<file path="src/hdl/dcdac_pkg.sv">
package dcdac_pkg;

   // ----------------------------------------------------------------
   // Bus addressing
   // ----------------------------------------------------------------
   localparam logic [6:0] SLAVE_ADDR     = 7'h48;
   localparam logic [7:0] ADDR_FIRST     = 8'hf8;
   localparam logic [7:0] ADDR_SECOND    = 8'hf9;
   localparam logic [7:0] CTRL_RESET     = 8'h00;
   localparam int         NUM_OUTPUTS    = 2;

   // ----------------------------------------------------------------
   // Field layout
   // ----------------------------------------------------------------
   localparam int         POL_BIT        = 7;
   localparam int         MAG_MSB        = 6;
   localparam logic [6:0] MAG_ZERO       = 7'h00;
   localparam logic [6:0] MAG_FULL       = 7'h7f;
   localparam logic [2:0] BIT_LAST       = 3'h7;
   localparam logic [2:0] BIT_FIRST      = 3'h0;

   // ----------------------------------------------------------------
   // Bus timing
   // ----------------------------------------------------------------
   localparam int         SCL_MAX_KHZ    = 400;
   localparam int         CLK_KHZ        = 50000;
   localparam int         SCL_MIN_CYC    = CLK_KHZ / SCL_MAX_KHZ;

   typedef enum logic [5:0] {
      ST_IDLE  = 6'h01,
      ST_SADDR = 6'h02,
      ST_ACK   = 6'h04,
      ST_RX    = 6'h08,
      ST_TX    = 6'h10,
      ST_MACK  = 6'h20
   } dcdac_state_e;

   typedef enum logic [1:0] {
      PH_ADDR = 2'h0,
      PH_MEM  = 2'h1,
      PH_DATA = 2'h2,
      PH_DONE = 2'h3
   } dcdac_phase_e;

   typedef struct packed {
      logic       source;
      logic [6:0] magnitude_field;
   } dcdac_ctrl_s;

   typedef struct packed {
      logic       sink_active;
      logic       source_active;
      logic [6:0] magnitude_field;
   } dcdac_out_s;

endpackage

</file>
<file path="src/hdl/dcdac_ctrl_regs.sv">
`timescale 1ns/1ps
`default_nettype none
module dcdac_ctrl_regs (
   // Clock and reset
   input  wire  logic                       mclk_in,
   input  wire  logic                       reset_in,
   // Write port
   input  wire  logic                       wr_en_in,
   input  wire  logic [7:0]                 wr_addr_in,
   input  wire  logic [7:0]                 wr_data_in,
   // Read port
   input  wire  logic                       rd_sel_in,
   output logic [7:0]                       rd_data_out,
   // Stored settings
   output dcdac_pkg::dcdac_ctrl_s [1:0]     ctrl_out
);
   logic [7:0] mem_reg [2];
   logic [7:0] rd_data_reg;
   logic       hit [2];

   assign hit[0] = wr_en_in && (wr_addr_in == dcdac_pkg::ADDR_FIRST);
   assign hit[1] = wr_en_in && (wr_addr_in == dcdac_pkg::ADDR_SECOND);

   genvar g;
   generate
      for (g = 0; g < dcdac_pkg::NUM_OUTPUTS; g++) begin : gen_reg
         always_ff @(posedge mclk_in or posedge reset_in) begin
            if (reset_in) begin
               mem_reg[g] <= dcdac_pkg::CTRL_RESET;
            end else if (hit[g]) begin
               mem_reg[g] <= wr_data_in;
            end
         end
         assign ctrl_out[g] = dcdac_pkg::dcdac_ctrl_s'(mem_reg[g]);
      end
   endgenerate

   always_ff @(posedge mclk_in or posedge reset_in) begin
      if (reset_in) begin
         rd_data_reg <= dcdac_pkg::CTRL_RESET;
      end else begin
         rd_data_reg <= rd_sel_in ? mem_reg[1] : mem_reg[0];
      end
   end
   assign rd_data_out = rd_data_reg;
endmodule
`default_nettype wire

</file>
<file path="src/hdl/dcdac_top.sv">
`timescale 1ns/1ps
`default_nettype none
// What this block does
// - Two control registers at memory addresses f8 and f9, bus writable.
// - Each register: polarity in bit 7, magnitude in bits 6 to 0.
// - Polarity 0 sinks current, polarity 1 sources current.
// - Zero magnitude gives no current regardless of polarity.
// - Both registers come out of reset holding zero.
// - Current equals magnitude over 127 of full scale.
// - Bus runs from zero up to fast-mode rate, standard mode too.
// - Memory address is always the second byte of a write.
// - Non-matching slave address: ignore bus until next start.
module dcdac_top (
   // Clock and reset
   input  wire  logic              mclk_in,
   input  wire  logic              reset_in,
   // Serial bus
   input  wire  logic              scl_in,
   input  wire  logic              sda_in,
   output logic                    sda_out,
   output logic                    sda_oe_out,
   // Current outputs
   output dcdac_pkg::dcdac_out_s   first_current_output_out,
   output dcdac_pkg::dcdac_out_s   second_current_output_out
);
   // ----------------------------------------------------------------
   // Bus line sampling and conditions
   // ----------------------------------------------------------------
   logic scl_reg;
   logic sda_reg;
   always_ff @(posedge mclk_in or posedge reset_in) begin
      if (reset_in) begin
         scl_reg <= 1'b1;
         sda_reg <= 1'b1;
      end else begin
         scl_reg <= scl_in;
         sda_reg <= sda_in;
      end
   end

   // Edge detection on the sampled lines, no SCL rate floor
   wire scl_rise = scl_in && !scl_reg;
   wire scl_fall = !scl_in && scl_reg;
   wire start_c  = scl_in && scl_reg && sda_reg && !sda_in;
   wire stop_c   = scl_in && scl_reg && !sda_reg && sda_in;

   // ----------------------------------------------------------------
   // Protocol state
   // ----------------------------------------------------------------
   dcdac_pkg::dcdac_state_e state_reg;
   dcdac_pkg::dcdac_state_e state_next;
   dcdac_pkg::dcdac_phase_e phase_reg;
   dcdac_pkg::dcdac_phase_e phase_next;
   logic [2:0] bit_reg;
   logic [2:0] bit_next;
   logic [7:0] shift_reg;
   logic [7:0] shift_next;
   logic [7:0] mem_addr_reg;
   logic [7:0] mem_addr_next;
   logic       rd_mode_reg;
   logic       rd_mode_next;
   logic       ack_drv_reg;
   logic       ack_drv_next;
   logic       sda_out_reg;
   logic       sda_out_next;
   logic       wr_en;
   logic [7:0] rd_data;

   wire [7:0] shifted  = {shift_reg[6:0], sda_in};
   wire       addr_hit = shifted[7:1] == dcdac_pkg::SLAVE_ADDR;
   wire       rd_sel   = mem_addr_reg == dcdac_pkg::ADDR_SECOND;

   always_comb begin
      state_next    = state_reg;
      phase_next    = phase_reg;
      bit_next      = bit_reg;
      shift_next    = shift_reg;
      mem_addr_next = mem_addr_reg;
      rd_mode_next  = rd_mode_reg;
      ack_drv_next  = ack_drv_reg;
      sda_out_next  = sda_out_reg;
      wr_en         = 1'b0;
      if (start_c) begin
         state_next   = dcdac_pkg::ST_SADDR;
         phase_next   = dcdac_pkg::PH_ADDR;
         bit_next     = dcdac_pkg::BIT_FIRST;
         ack_drv_next = 1'b0;
      end else if (stop_c) begin
         state_next   = dcdac_pkg::ST_IDLE;
         ack_drv_next = 1'b0;
      end else begin
         case (state_reg)
            dcdac_pkg::ST_IDLE: begin
               ack_drv_next = 1'b0;
            end
            dcdac_pkg::ST_SADDR, dcdac_pkg::ST_RX: begin
               if (scl_rise) begin
                  shift_next = shifted;
                  bit_next   = bit_reg + 3'h1;
                  if (bit_reg == dcdac_pkg::BIT_LAST) begin
                     if (state_reg == dcdac_pkg::ST_SADDR) begin
                        if (addr_hit) begin
                           rd_mode_next = shifted[0];
                           state_next   = dcdac_pkg::ST_ACK;
                           phase_next   = shifted[0] ? dcdac_pkg::PH_DONE
                                                     : dcdac_pkg::PH_MEM;
                        end else begin
                           state_next = dcdac_pkg::ST_IDLE;
                        end
                     end else if (phase_reg == dcdac_pkg::PH_MEM) begin
                        mem_addr_next = shifted;
                        phase_next    = dcdac_pkg::PH_DATA;
                        state_next    = dcdac_pkg::ST_ACK;
                     end else if (phase_reg == dcdac_pkg::PH_DATA) begin
                        wr_en      = 1'b1;
                        phase_next = dcdac_pkg::PH_DONE;
                        state_next = dcdac_pkg::ST_ACK;
                     end else begin
                        state_next = dcdac_pkg::ST_ACK;
                     end
                  end
               end
            end
            dcdac_pkg::ST_ACK: begin
               // Drive ack low through the ninth clock
               if (scl_fall && !ack_drv_reg) begin
                  ack_drv_next = 1'b1;
                  sda_out_next = 1'b0;
               end else if (scl_fall && ack_drv_reg) begin
                  ack_drv_next = 1'b0;
                  bit_next     = dcdac_pkg::BIT_FIRST;
                  if (rd_mode_reg) begin
                     state_next   = dcdac_pkg::ST_TX;
                     ack_drv_next = 1'b1;
                     sda_out_next = rd_data[dcdac_pkg::POL_BIT];
                     shift_next   = {rd_data[6:0], 1'b0};
                  end else begin
                     state_next = dcdac_pkg::ST_RX;
                  end
               end
            end
            dcdac_pkg::ST_TX: begin
               if (scl_fall) begin
                  bit_next = bit_reg + 3'h1;
                  if (bit_reg == dcdac_pkg::BIT_LAST) begin
                     ack_drv_next = 1'b0;
                     state_next   = dcdac_pkg::ST_MACK;
                  end else begin
                     sda_out_next = shift_reg[7];
                     shift_next   = {shift_reg[6:0], 1'b0};
                  end
               end
            end
            dcdac_pkg::ST_MACK: begin
               // Master nack ends the read; ack repeats the byte
               if (scl_rise) begin
                  if (sda_in) begin
                     state_next = dcdac_pkg::ST_IDLE;
                  end else begin
                     // Armed but released, so no low pulse with clock high
                     state_next   = dcdac_pkg::ST_ACK;
                     ack_drv_next = 1'b1;
                     sda_out_next = 1'b1;
                  end
               end
            end
            default: begin
               state_next   = dcdac_pkg::ST_IDLE;
               ack_drv_next = 1'b0;
            end
         endcase
      end
   end

   always_ff @(posedge mclk_in or posedge reset_in) begin
      if (reset_in) begin
         state_reg    <= dcdac_pkg::ST_IDLE;
         phase_reg    <= dcdac_pkg::PH_ADDR;
         bit_reg      <= dcdac_pkg::BIT_FIRST;
         shift_reg    <= dcdac_pkg::CTRL_RESET;
         mem_addr_reg <= dcdac_pkg::CTRL_RESET;
         rd_mode_reg  <= 1'b0;
         ack_drv_reg  <= 1'b0;
         sda_out_reg  <= 1'b1;
      end else begin
         state_reg    <= state_next;
         phase_reg    <= phase_next;
         bit_reg      <= bit_next;
         shift_reg    <= shift_next;
         mem_addr_reg <= mem_addr_next;
         rd_mode_reg  <= rd_mode_next;
         ack_drv_reg  <= ack_drv_next;
         sda_out_reg  <= sda_out_next;
      end
   end

   assign sda_out    = sda_out_reg;
   assign sda_oe_out = ack_drv_reg && !sda_out_reg;

   // ----------------------------------------------------------------
   // Control registers and output decode
   // ----------------------------------------------------------------
   dcdac_pkg::dcdac_ctrl_s [1:0] ctrl;

   dcdac_ctrl_regs i_dcdac_ctrl_regs (
      .mclk_in     (mclk_in),
      .reset_in    (reset_in),
      .wr_en_in    (wr_en),
      .wr_addr_in  (mem_addr_reg),
      .wr_data_in  (shifted),
      .rd_sel_in   (rd_sel),
      .rd_data_out (rd_data),
      .ctrl_out    (ctrl)
   );

   dcdac_pkg::dcdac_out_s out_reg [2];
   genvar g;
   generate
      for (g = 0; g < dcdac_pkg::NUM_OUTPUTS; g++) begin : gen_out
         // Magnitude out of 127 steps of full scale
         wire nz = ctrl[g].magnitude_field != dcdac_pkg::MAG_ZERO;
         always_ff @(posedge mclk_in or posedge reset_in) begin
            if (reset_in) begin
               out_reg[g] <= '0;
            end else begin
               out_reg[g].sink_active     <= nz && !ctrl[g].source;
               out_reg[g].source_active   <= nz && ctrl[g].source;
               out_reg[g].magnitude_field <= ctrl[g].magnitude_field;
            end
         end
      end
   endgenerate

   assign first_current_output_out  = out_reg[0];
   assign second_current_output_out = out_reg[1];
endmodule
`default_nettype wire
</file>
<file path="config.mk">
export PLATFORM = sky130hd
export DESIGN_NAME = dcdac_top
export DESIGN_NICKNAME = d
export VERILOG_FILES = /design/src/hdl/dcdac_pkg.sv /design/src/hdl/dcdac_ctrl_regs.sv /design/src/hdl/dcdac_top.sv
export SDC_FILE = /design/constraint.sdc
export NUM_CORES = 1
export LEC_CHECK = 0
export ABC_AREA = 1
export BUFFER_PORTS_ARGS = -buffer_cell sky130_fd_sc_hd__buf_4
export CORE_MARGIN = 2
export CORE_UTILIZATION = 67
export CTS_BUF_LIST = sky130_fd_sc_hd__clkbuf_4
export CTS_CLUSTER_DIAMETER = 30
export DETAILED_ROUTE_END_ITERATION = 8
export GPL_TIMING_DRIVEN = 1
export HOLD_SLACK_MARGIN = 0.06
export PLACE_DENSITY = 0.91
export SYNTH_ARGS = -nofsm -noshare
export SYNTH_HDL_FRONTEND = slang
export SYNTH_SLANG_ARGS = --single-unit
export TNS_END_PERCENT = 30
</file>
<file path="constraint.sdc">
create_clock -name mclk_in -period 5.57 [get_ports mclk_in]
set_input_delay 0.557 -clock mclk_in [delete_from_list [all_inputs] [get_ports mclk_in]]
set_output_delay 0.557 -clock mclk_in [all_outputs]
set_load 0.01 [all_outputs]
</file>
==> impl_table.tex <==
\begin{tabular}{lr}
\hline
Metric & Value \\
\hline
\multicolumn{2}{l}{\textbf{Status}} \\
\quad Result of the run & complete, no violations \\
\multicolumn{2}{l}{\textbf{Global route}} \\
\quad Number of antenna violations at the first check in global routing & 0 \\
\quad Final global-route overflow total & 0 \\
\quad Number of global-route vias before repair & about 2700 \\
\quad Pin count of the biggest net entering global routing & between 70 and 80 \\
\quad Wire length of the first global-routing pass & 12960 um \\
\quad Total GRT Usage & 28.57\% \\
\multicolumn{2}{l}{\textbf{Finish}} \\
\quad Flip-flop count of the largest register, all copies and words added & 16 \\
\quad Most frequent standard cell in the layout excluding fill and tap cells & nand2\_1 \\
\quad Antenna Cells & 0 \\
\quad Multi-input logic area & 1409 um\^{}2 \\
\quad Area Growth Syn to Fin & 9.205\% \\
\quad Most frequent cells in the layout & nand2\_1 (123), dfrtp\_1 (70), inv\_1 (38), nor2\_1 (31), o21ai\_1 (29) \\
\quad Share of layout cells above drive strength 1 & about a fifth \\
\quad Layout Nets & roughly 440 \\
\quad Core occupancy in the finished layout & 75.17\% \\
\quad Area of all sequential standard cells & between 1500 and 2000 um\^{}2 \\
\quad Final Instance Area & 3815 um\^{}2 \\
\quad Fillers & approximately 370 \\
\multicolumn{2}{l}{\textbf{Pwr}} \\
\quad Leak pwr & between 1.5 and 2 nW \\
\quad Share of total power consumed by net switching & 33.00\% \\
\quad Part of the total power dissipated in combinational logic & between 10\% and 20\% \\
\quad Net switching power & 0.0003491 W \\
\quad Power per standard cell area & roughly 280 nW/um\^{}2 \\
\quad Internal power component & 0.0007088 W \\
\quad Part of the power in the clock network & between 20\% and 30\% \\
\quad Relative contribution of sequential cells to total power & 55.7\% \\
\quad Power Total & 0.001058 W \\
\quad Peak supply drop & 302.8 uV \\
\multicolumn{2}{l}{\textbf{Yosys}} \\
\quad Flops \& latches, synth & between 70 and 80 \\
\quad Async set or reset register ratio after synthesis & 100.0\% \\
\quad Mean post-synth cell area & 8.647 um\^{}2 \\
\quad Count of cell types in the netlist & 33 \\
\quad Most used flip-flop cell after synthesis & dfrtp\_1 \\
\quad Warnings from Yosys & 0 \\
\quad Synth Net Count & just over 400 \\
\quad Cell area after synthesis & 3493 um\^{}2 \\
\quad Post-synthesis sequential area ratio & 53.15\% \\
\quad Number of cells produced by synthesis & 404 \\
\quad Number of flops mapped to enable cells by yosys & 0 \\
\multicolumn{2}{l}{\textbf{Clock tree}} \\
\quad CTS Buf Count & 9 \\
\quad Total setup buffers inserted after CTS & 0 \\
\quad Clock tree from TritonCTS & done \\
\quad Clock slew seen by the registers of the worst setup and hold paths & 0.12 ns \\
\quad Hold Buf Count CTS & 0 \\
\quad H-tree Lvls & 3 \\
\quad Buffers from clock root to sink, at most & 2 \\
\quad Clk root buf & clkbuf\_4 \\
\quad CTS sink cnt & 74 \\
\quad Count of instances resized after the clock tree is built & 0 \\
\quad Clock latency reported for the late side of the worst-skew pair & 0.43 ns \\
\multicolumn{2}{l}{\textbf{Routing}} \\
\quad Via count & 2836 \\
\quad DRC errors left & 0 \\
\quad Via-per-instance ratio & 5.605 \\
\quad Detailed Routing Iterations Pass 1 & 7 \\
\quad Total wire length after detailed routing & 7614 um \\
\quad Post-detailed-route count of antenna-violating nets & 0 \\
\quad Drt initial violations & 386 \\
\quad Average routed wire per standard cell & 15.05 um \\
\multicolumn{2}{l}{\textbf{Setup path}} \\
\quad WP data arrival & 2.28 ns \\
\quad Kind of end point of the critical path & flop \\
\quad Class of the most critical setup path & flop to flop \\
\quad Worst setup SP type & flop \\
\quad Peak fanout along the critical path & 16 \\
\quad Required time of the critical path & 5.86 ns \\
\multicolumn{2}{l}{\textbf{Floorplan}} \\
\quad Height of the die & 76.21 um \\
\quad Area of the die & just under 6000 um\^{}2 \\
\quad Initial core utilization & 68.84\% \\
\quad Number of placement rows & 26 \\
\quad Boundary Pins & 24 \\
\quad Area of the core & 5075 um\^{}2 \\
\quad Overall die width & 76.21 um \\
\multicolumn{2}{l}{\textbf{STA}} \\
\quad Post-Route Hold Slack & 0.2712 ns \\
\quad Post-layout minimum cycle time & 1.986 ns \\
\quad Number of failing hold endpoints at the final stage & 0 \\
\quad Post-route setup TNS & 0 ns \\
\quad Slew margin rel. & 41.02\% \\
\quad Number of pins exceeding their max-slew limit in the final report & 0 \\
\quad Setup violations, final & 0 \\
\quad Setup repair after global routing missed its margin & no \\
\quad Max frequency & around 500 MHz \\
\quad Period utilisation layout & 35.66\% \\
\quad Max Clock Skew & 0.02432 ns \\
\quad Actual slew at the worst max-slew pin & slightly below 0.9 ns \\
\multicolumn{2}{l}{\textbf{Place}} \\
\quad Global placement routability congestion & 0.9128 \\
\quad Placed cell area & 3702 um\^{}2 \\
\quad Half-perimeter wire length after detailed placement & 5452 um \\
\quad Count of input and output buffers & 23 \\
\multicolumn{2}{l}{\textbf{Worst hold path}} \\
\quad HP Class & input port to flop \\
\multicolumn{2}{l}{\textbf{Flow run}} \\
\quad Max capacitance violation total & 0 \\
\hline
\end{tabular}
## path summary, 6_finish.rpt
check / startpoint / endpoint / slack [ns] / depth (start not counted)
hold / removal: scl_in / scl_reg / 0.27 / 1
min in group asynchronous: reset_in / ack_drv_reg / 0.39 / 3
setup reg to reg: state_reg[5] / mem_addr_reg[2] / 3.58 / 6
hold reg to reg: i_dcdac_ctrl_regs.ctrl_out[9] / second_current_output_out[1] / 0.43 / 0
setup / recovery: state_reg[5] / mem_addr_reg[2] / 3.58 / 6
max in group asynchronous: reset_in / i_dcdac_ctrl_regs.ctrl_out[12] / 4.60 / 3
## power by group through the flow
stage	sequential, W	combinational [W]	clock (W)
2_1_floorplan	0.000593	0.000137	0
3_3_place_gp	0.000596	0.000172	0
3_5_place_dp	0.000599	0.000178	0
4_1_cts	0.000589	0.000179	0.000289
5_1_grt	0.000592	0.000205	0.000312
6_report	0.000590	0.000180	0.000288
## Yosys cell counts (3+ instances only)
library cell	instances	area share [%]
nand2_1	123	13
dfrtp_1	70	50
inv_1	39	4.2
nor2_1	31	3.3
o21ai_1	29	4.2
nand3_1	28	4.0
o21ai_0	12	1.7
o21ai_2	8	2.0
inv_2	6	0.64
nand3_2	5	1.4
nand4_1	5	0.90
nor2_4	5	1.6
dfstp_2	4	3.0
ha_1	4	1.4
nand2_2	4	0.72
nor2_2	4	0.72
a21oi_1	3	0.43
buf_4	3	0.64
nor3_1	3	0.43
nor4_1	3	0.54
## routing by layer
| metal | vias to the layer above | GRT usage (%) | part of all wire, % |
|---|---|---|---|
| met4 | 0 | 10.18 | 2.2 |
| met2 | 127 | 42.92 | 46 |
| met1 | 1351 | 41.56 | 44 |
| met5 | - | 0 | 0 |
| met3 | 16 | 6.161 | 7.3 |
| li1 | 1342 | - | - |
## final cells by class
| type | count | share of cell area, % |
|---|---|---|
| clock buffers | 9 | 1.771 |
| clock inverters | 7 | 1.181 |
| inverters | 45 | 4.428 |
| multi-input cells | 277 | 36.93 |
| flip-flops and latches | 74 | 48.67 |
| well taps | 70 | 2.296 |
| repair buffers | 24 | 4.723 |
## cell families (layout without fill, tap and decap cells)
logic type | count (synthesis) | after routing | synth area share [%]
adders and majority gates | 4 | 4 | 1.433
buffers and inverters | 53 | 85 | 6.518
DFF | 74 | 74 | 53.15
and+or+nand+nor | 219 | 219 | 30.19
AOI/OAI and AO/OA | 54 | 54 | 8.704
## worst max-delay path, cell delays in order (launching register included)
cell and delay [ns]:
dfrtp_1 0.42, nor2_2 0.26, nand3_2 0.17, nand2_2 0.32, nand4_2 0.40, nand2_1 0.18, o21ai_1 0.10
## stage by stage
step	instances	setup slack, ns
floorplan	404	3.138
global placement	490	3.604
detailed placement	490	3.484
CTS	506	3.614
global route	506	3.406
finish	506	3.584
(Power assumes the default switching activity.)
